## config.mk

```make
export PLATFORM = sky130hd
export DESIGN_NAME = svmf_top
export DESIGN_NICKNAME = d
export VERILOG_FILES = /design/src/svmf_pkg.sv /design/src/svmf_settle.sv /design/src/svmf_top.sv
export VERILOG_INCLUDE_DIRS = /design/src /design/src/src
export SDC_FILE = /design/constraint.sdc
export NUM_CORES = 1
export LEC_CHECK = 0
export BUFFER_PORTS_ARGS = -buffer_cell sky130_fd_sc_hd__buf_2
export CORE_AREA = 2 2 91 93
export CTS_BUF_LIST = sky130_fd_sc_hd__clkbuf_8
export CTS_CLUSTER_DIAMETER = 80
export DETAILED_ROUTE_END_ITERATION = 6
export DIE_AREA = 0 0 93 95
export PLACE_DENSITY = 0.58
export SLEW_MARGIN = 20
export SYNTH_ARGS = -nofsm -noshare
export SYNTH_HDL_FRONTEND = slang
export SYNTH_SLANG_ARGS = --single-unit
```

## constraint.sdc

```tcl
create_clock -name clk -period 2.7 [get_ports clk]
set_input_delay 0.54 -clock clk [delete_from_list [all_inputs] [get_ports clk]]
set_output_delay 0.54 -clock clk [all_outputs]
set_load 0.02 [all_outputs]
```

## src/svmf_defs.svh

```systemverilog
// Purpose: offsets, field positions, reset values and timing counts of the
//          supply monitor register block
// Assumes: 200 MHz core clock, 32-bit APB data, one register per aligned word
// Notes:   definitions only
`ifndef SVMF_DEFS_SVH
`define SVMF_DEFS_SVH

// register byte offsets
`define SVMF_OFS_CTRL      8'h0C
`define SVMF_OFS_STAT      8'h10
`define SVMF_OFS_CLR       8'h14
`define SVMF_OFS_MASK      8'h18

// supply_monitor_control fields
`define SVMF_BIT_EN        0
`define SVMF_BIT_LOW       1
`define SVMF_BIT_HIGH      2
`define SVMF_CTRL_RST      8'h00

// interrupt status, clear and mask share one layout
`define SVMF_BIT_LOW_IRQ   5
`define SVMF_IRQ_RST       8'h00

// settling interval before the flags are valid
`define SVMF_CLK_NS        5
`define SVMF_SETTLE_NS     20000
`define SVMF_SETTLE_CYC    ((`SVMF_SETTLE_NS + `SVMF_CLK_NS - 1) / `SVMF_CLK_NS)

`endif

```

## src/svmf_pkg.sv

```systemverilog
// Purpose: types shared by the supply monitor block
// Assumes: nothing beyond the defs header
// Notes:   numbers live in svmf_defs.svh
package svmf_pkg;
  typedef logic [7:0] svmf_byte_t;

  // apb answer phase
  typedef enum logic [0:0]
  {
    SVMF_IDLE = 1'b0,
    SVMF_ANS  = 1'b1
  } svmf_apb_st_t;
endpackage

```

## src/svmf_settle.sv

```systemverilog
// Purpose: settling timer, reports when the monitor flags may be trusted
// Assumes: run stays high for the whole interval, otherwise the count restarts
// Notes:   settled is a registered level
`include "svmf_defs.svh"
module svmf_settle
  import svmf_pkg::*;
#(
  parameter int unsigned CYCLES = `SVMF_SETTLE_CYC,
  parameter int unsigned CW     = $clog2(CYCLES + 1)
)
(
  // clock and reset
  input  wire logic clk,
  input  wire logic rst,
  input  wire logic ce,
  // control
  input  wire logic run,
  output logic      settled
);
  logic [CW-1:0] cnt_reg;
  logic [CW-1:0] cnt_next;
  logic          settled_reg;
  logic          settled_next;

  // count up while running, stop at the end, restart whenever run drops
  always_comb
  begin
    cnt_next = cnt_reg;
    if (!run)
      cnt_next = '0;
    else if (cnt_reg != CW'(CYCLES))
      cnt_next = cnt_reg + CW'(1);
    settled_next = run && (cnt_next == CW'(CYCLES));
  end

  always_ff @(posedge clk)
  begin
    if (rst)
    begin
      cnt_reg     <= '0;
      settled_reg <= 1'b0;
    end
    else if (ce)
    begin
      cnt_reg     <= cnt_next;
      settled_reg <= settled_next;
    end
  end

  assign settled = settled_reg;
endmodule

```

## src/svmf_top.sv

```systemverilog
// Purpose: supply monitor control, flags and low-supply interrupt over APB
// Assumes: comparator and stop inputs are synchronous to clk
// Notes:   pready answers one cycle after the access phase starts
//
// Chosen here: the APB interface to the registers.
`include "svmf_defs.svh"

module svmf_top
  import svmf_pkg::*;
#(
  parameter int unsigned AW            = 8,
  parameter int unsigned SETTLE_CYCLES = `SVMF_SETTLE_CYC
)
(
  // clock, reset, clock enable
  input  wire logic          clk,
  input  wire logic          rst,
  input  wire logic          ce,
  // apb slave
  input  wire logic          psel,
  input  wire logic          penable,
  input  wire logic          pwrite,
  input  wire logic [AW-1:0] paddr,
  input  wire logic [31:0]   pwdata,
  output logic      [31:0]   prdata,
  output logic               pready,
  output logic               pslverr,
  // analogue comparators and power state
  input  wire logic          cmp_below_low,
  input  wire logic          cmp_above_high,
  input  wire logic          stop_mode,
  // status out
  output logic               low_supply_flag,
  output logic               high_supply_flag,
  output logic               irq
);
  svmf_apb_st_t st_reg;
  svmf_apb_st_t st_next;
  logic [31:0]  prdata_reg;
  logic [31:0]  prdata_next;
  logic         pslverr_reg;
  logic         pslverr_next;
  logic         en_reg;
  logic         en_next;
  logic         low_reg;
  logic         low_next;
  logic         high_reg;
  logic         high_next;
  svmf_byte_t   stat_reg;
  svmf_byte_t   stat_next;
  svmf_byte_t   mask_reg;
  svmf_byte_t   mask_next;
  logic         irq_reg;
  logic         irq_next;
  logic         run;
  logic         settled;
  logic         wr_done;
  svmf_byte_t   clr_bits;
  svmf_byte_t   set_bits;

  // address decode, used for read data and for the error answer
  function automatic logic is_reg(input logic [AW-1:0] a, input logic [7:0] ofs);
    is_reg = (a == AW'(ofs));
  endfunction

  function automatic logic is_mapped(input logic [AW-1:0] a);
    is_mapped = is_reg(a, `SVMF_OFS_CTRL) || is_reg(a, `SVMF_OFS_STAT) ||
                is_reg(a, `SVMF_OFS_CLR) || is_reg(a, `SVMF_OFS_MASK);
  endfunction

  // monitor runs only while enabled and out of stop mode
  assign run = en_reg && !stop_mode;

  svmf_settle #(
    .CYCLES (SETTLE_CYCLES)
  ) u_settle (
    .clk     (clk),
    .rst     (rst),
    .ce      (ce),
    .run     (run),
    .settled (settled)
  );

  // a write lands only at the edge where pready is seen high
  assign wr_done = psel && penable && (st_reg == SVMF_ANS) && pwrite;

  // apb answer: one wait state, then a one-cycle pready pulse
  always_comb
  begin
    st_next      = SVMF_IDLE;
    prdata_next  = prdata_reg;
    pslverr_next = 1'b0;
    if (psel && penable && (st_reg == SVMF_IDLE))
    begin
      st_next      = SVMF_ANS;
      pslverr_next = !is_mapped(paddr);
      prdata_next  = 32'h0000_0000;
      if (!pwrite)
      begin
        if (is_reg(paddr, `SVMF_OFS_CTRL))
        begin
          // upper bits stay zero: reserved field
          prdata_next[`SVMF_BIT_EN]   = en_reg;
          prdata_next[`SVMF_BIT_LOW]  = low_reg;
          prdata_next[`SVMF_BIT_HIGH] = high_reg;
        end
        else if (is_reg(paddr, `SVMF_OFS_STAT))
          prdata_next[7:0] = stat_reg;
        else if (is_reg(paddr, `SVMF_OFS_MASK))
          prdata_next[7:0] = mask_reg;
      end
    end
  end

  always_ff @(posedge clk)
  begin
    if (rst)
    begin
      st_reg      <= SVMF_IDLE;
      prdata_reg  <= 32'h0000_0000;
      pslverr_reg <= 1'b0;
    end
    else if (ce)
    begin
      st_reg      <= st_next;
      prdata_reg  <= prdata_next;
      pslverr_reg <= pslverr_next;
    end
  end

  // control bit and comparator flags
  always_comb
  begin
    en_next = en_reg;
    if (wr_done && is_reg(paddr, `SVMF_OFS_CTRL))
      en_next = pwdata[`SVMF_BIT_EN];
    // flags held at zero until the comparators have settled
    low_next  = run && settled && cmp_below_low;
    high_next = run && settled && cmp_above_high;
  end

  always_ff @(posedge clk)
  begin
    if (rst)
    begin
      en_reg   <= 1'b0;
      low_reg  <= 1'b0;
      high_reg <= 1'b0;
    end
    else if (ce)
    begin
      en_reg   <= en_next;
      low_reg  <= low_next;
      high_reg <= high_next;
    end
  end

  // sticky request: a set in the clear cycle wins, so no event is lost
  always_comb
  begin
    clr_bits = 8'h00;
    set_bits = 8'h00;
    mask_next = mask_reg;
    if (wr_done && is_reg(paddr, `SVMF_OFS_CLR))
      clr_bits = pwdata[7:0];
    if (wr_done && is_reg(paddr, `SVMF_OFS_MASK))
      mask_next = pwdata[7:0];
    set_bits[`SVMF_BIT_LOW_IRQ] = low_reg && en_reg;
    stat_next = (stat_reg & ~clr_bits) | set_bits;
    irq_next  = |(stat_reg & mask_reg);
  end

  always_ff @(posedge clk)
  begin
    if (rst)
    begin
      stat_reg <= `SVMF_IRQ_RST;
      mask_reg <= `SVMF_IRQ_RST;
      irq_reg  <= 1'b0;
    end
    else if (ce)
    begin
      stat_reg <= stat_next;
      mask_reg <= mask_next;
      irq_reg  <= irq_next;
    end
  end

  // outputs straight from flops
  assign prdata           = prdata_reg;
  assign pready           = (st_reg == SVMF_ANS);
  assign pslverr          = pslverr_reg;
  assign low_supply_flag  = low_reg;
  assign high_supply_flag = high_reg;
  assign irq              = irq_reg;
endmodule

```

# Yosys cells after proc, flatten, opt, wreduce, memory -nomap -nowiden
# Index checks and enable logic that the tools add are counted.
[totals]
regBits = 43
in_bits = 49
output_inout_bits = 37
word_cells = 55
[classes]
n_addsub = 1
eq_ne = 6
mux = 10
n_bitwise = 5
reduce_logical = 22
[op_table]
columns = ["cell", "n"]
rows = [
  ["8-bit two-way mux", 4],
  ["8-bit by 5-bit == test with 1-bit output, second input constant", 3],
  ["12-bit two-way mux", 2],
  ["8-bit bitwise AND", 2],
  ["1-bit logical AND", 13],
  ["12-bit by 1-bit adder with 12-bit output, second input constant", 1],
  ["12-bit == test, second input constant", 1],
  ["12-bit != test, second input constant", 1],
  ["8-bit by 4-bit == test with 1-bit output, second input constant", 1],
  ["8-bit NOT", 1],
  ["8-bit by 6-bit bitwise OR with 8-bit output", 1],
  ["8-bit OR reduction", 1],
  ["2-bit AND reduction", 3],
  ["5-bit two-way mux", 1],
  ["1-bit logical OR", 3],
  ["3-bit two-way mux", 1],
  ["1-bit logical NOT", 2],
  ["1-bit two-way mux", 2],
  ["1-bit NOT", 1],
]

# Longest topological paths before layout
[logic_depth]
depth_word = 8
depth_mapped = 8
ltp_nobuf = 7

# By module
# Synthesis repeated with hierarchy kept, for this count alone.
[unflattened]
hier_cells = 270
hier_area_um2 = 2323.5
[by_module_without_submodules]
columns = ["module", "n_inst", "cells_per_inst", "area_per_inst_um2", "seq_area_each_um2"]
rows = [
  ["svmf_top", 1, 157, 1482.7, 600.6],
  ["svmf_settle", 1, 113, 840.8, 260.2],
]

# Least setup slack after synthesis
# OpenSTA, ideal clock, no wires.
[synth_path]
path_kind = "in2reg"
from = "input port paddr[7]"
to = "register stat_reg[1]"
setup_ns = 0.116
arrival_time_ns = 2.060
t_required_ns = 2.584
path_slack_ns = 0.524
cell_stages = 6
n_path_buf = 1
cell_sequence = "or4_1 nor4_1 and4b_1 buf_2 nand2_1 and3_1"
[synth_via]
elab_chain_len = 6
[synth_rtl]
columns = ["item", "line_no", "source"]
rows = [
  ["start: declaration", "svmf_top.sv:23", "input wire logic [AW-1:0] paddr,"],
  ["8-bit by 5-bit == test with 1-bit output", "svmf_top.sv:63", "is_reg = (a == AW'(ofs));"],
  ["1-bit logical AND", "svmf_top.sv:164", "if (wr_done && is_reg(paddr, `SVMF_OFS_CLR))"],
  ["8-bit two-way mux", "svmf_top.sv:164", ""],
  ["8-bit NOT", "svmf_top.sv:169", "stat_next = (stat_reg & ~clr_bits) | set_bits;"],
  ["8-bit bitwise AND", "svmf_top.sv:169", ""],
  ["8-bit by 6-bit bitwise OR with 8-bit output", "svmf_top.sv:169", ""],
  ["end signal: assignment", "svmf_top.sv:177", "stat_reg <= `SVMF_IRQ_RST;"],
  ["end signal: assignment", "svmf_top.sv:183", "stat_reg <= stat_next;"],
  ["end: declaration", "svmf_top.sv:49", "svmf_byte_t stat_reg;"],
]
# No other way between the ends.
# A chain may end at the register's enable or synchronous reset.

# Final worst setup path
[layout_path]
from = "input port paddr[7]"
to = "register stat_reg[7]"
# The elaborated chain is that of the path after synthesis.

==> qor.yml <==
cells_and_area:
  final_nets: 359
  largest_reg_flops: 12
  diodes: 0
  layout-drive-gt1-share_pct: 19.7
  area_delta_synth_final_pct: 12.0
global_routing:
  grt_pass1_vias: 1916
  grt_first_pass_wirelength_um: 8860
  antenna_found_initial: 0
  grt_max_degree: 26
  gr-usage-all-layers_pct: 12.5
  overflow: 0
yosys:
  syn_area_um2: 2300
  ys_seq_area_share_pct: 37.4
  ys.flop_type: "dfxtp_1"
  synth_seq_cells: 43
  async_reset_ff_share_pct: 0
  synth_edf_count: 0
  synthCells: 276
  yosysWarnings: 0
  yosysUniqueCellTypes: 52
  synth.avg_cell_area_um2: 8.35
clock_tree:
  post_cts_buffers: 0
  postCtsHoldBufs: 0
  clk_latency_ns: 0.30
  cts_tree: "built"
  clockBufferDepth: 2
  cts_sinks: 43
  cts_resized: 0
  cts_buffers: 5
  h-tree-depth: 2
  clk_pin_slew_ns: 0.09
  cts_root_buffer: "clkbuf_8"
placement:
  dpl.hpwl_um: 3860
  port_buffers: 37
  place_congestion: 0.829
timing:
  fin_hold_ws_ns: 0.445
  drv_slew: 0
  skew_ns: 0.00962
  setup_viol: 0
  period_share_pct: 84.0
  fmaxAchievable_mhz: 441
  final-hold-violation-count: 0
  period_minus_slack_ns: 2.27
  rsz0062_at_grt: "false"
  fin_tns_setup_ns: 0
detailed_routing:
  ant_nets: 0
  drt_first_pass_iters: 5
  drc: 0
  wl_per_cell_um: 12.9
  routed_wl_um: 5350
  vias_per_cell: 4.90
  first_iter_violations: 105
  vias: 2030
floorplanning:
  rows: 33
  die_x_um: 93
  die_h_um: 95
  coreArea_um2: 7930
  dieArea_um2: 8840
  io_pins: 86
  initial_core_util_pct: 29.1
min_path:
  hold_path.class: "in2reg"
worst_setup_path:
  crit_fanout: 8
  crit_arrival_ns: 2.46
  cp_data_required_time_ns: 2.89
  cp-start-kind: "input pin"
  worstSetupPathType: "in2reg"
  endpoint_kind: "flop"
power_and_ir_drop:
  p_leak_nw: 1.08
  vdd_drop_max_uv: 284
  pwr_density_cell_nw_per_um2: 465
run:
  cap_violations: 0
status:
  outcome: "complete, no violations"
[synth_stat cells (all sizes together) (5+ instances only)]
master	n	area, um^2
nand4	7	43.8
a22oi	10	75.1
and3	10	63.8
o21ai	13	68.8
dfxtp	43	861
nor2	33	124
a21oi	20	100
nand3	8	45.0
clkbuf	9	33.8
mux2	5	56.3
mux2i	13	130
buf	28	211
nand2	22	85.1
inv	5	18.8
[cell type report]
| class | count | area, um^2 |
|---|---|---|
| Timing Repair Buffer | 39 | 200 |
| Clock inverter | 1 | 7.51 |
| Clock buffer | 7 | 96.3 |
| Fill cell | 852 | 5350 |
| Tap cell | 105 | 131 |
| Multi-Input combinational cell | 214 | 1270 |
| Inverter | 5 | 18.8 |
| Sequential cell | 43 | 861 |
[cells by family (layout without fill, tap and decap cells)]
kind of cell | Yosys count | count (layout) | synth area share, %
mux | 18 | 18 | 8.09
other cells | 1 | 24 | 0.163
simple gates | 107 | 107 | 24.1
fa+ha+maj | 2 | 2 | 1.09
buf+inv | 42 | 52 | 11.5
compound gates | 60 | 60 | 16.7
flops | 43 | 43 | 37.4
xor+xnor | 3 | 3 | 1.14
[report_power, final]
part | leakage [nW] | internal [mW] | switching, mW
clock network | 0.0505 | 0.233 | 0.234
registers | 0.347 | 0.635 | 0.00129
logic | 0.683 | 0.0240 | 0.0715
total | 1.08 | 0.892 | 0.307
[routing by layer]
metal | vias up | track usage, % | part of all wire [%]
met5 | - | 0 | 0
li1 | 1015 | - | -
met3 | 9 | 2.55 | 5.5
met2 | 71 | 22.3 | 49
met1 | 935 | 14.8 | 44
met4 | 0 | 4.29 | 1.3
[worst max-delay path: stages]
cell and delay (ns):
buf_2 0.09, or4_1 0.59, nor4_1 0.48, and4b_1 0.48, nand2_1 0.09, and3_1 0.19
[final timing paths]
path | from | end | slack [ns] | cells past startpoint
worst min register to register | prdata[2]$_SDFFE_PP0P_ | prdata[2]$_SDFFE_PP0P_ | 0.46 | 2
worst max register to register | u_settle.cnt_reg[0]$_SDFFE_PP0P_ | u_settle.cnt_reg[10]$_SDFFE_PP0P_ | 0.57 | 6
worst min-delay path | pwdata[0] | stat_reg[0]$_SDFFE_PP0P_ | 0.44 | 2
worst max-delay path | paddr[7] | stat_reg[7]$_SDFFE_PP0P_ | 0.43 | 6
[cells in the final DEF, fill, tap and decap left out, drive strengths merged, types with 2 or more instances in the layout]
cell	Yosys	layout
o2111ai	3	3
nor2	33	33
inv	5	5
nand3	8	8
a22oi	10	10
o31ai	2	2
a21oi	20	20
buf	28	39
nand4	7	7
nand2	22	22
or3	4	4
a31oi	2	2
dfxtp	43	43
ha	2	2
nor4	3	3
nor2b	4	4
o21ai	13	13
conb	1	24
nor3	4	4
nand3b	2	2
xor2	2	2
and3	10	10
mux2i	13	13
clkbuf	9	7
and4b	2	2
nand2b	2	2
mux2	5	5
[metrics by stage]
stage	area [um^2]	utilization, %	std cells	setup slack [ns]	total power, mW
after detailed placement	2480	31.3	406	0.155	0.747
after CTS	2580	32.6	414	0.455	1.21
final	2580	32.6	414	0.431	1.20
after global placement	2480	31.3	406	0.182	0.746
after global routing	2580	32.6	414	0.344	1.24
after floorplan	2390	-	299	0.524	0.740
(Power assumes the default switching activity.)
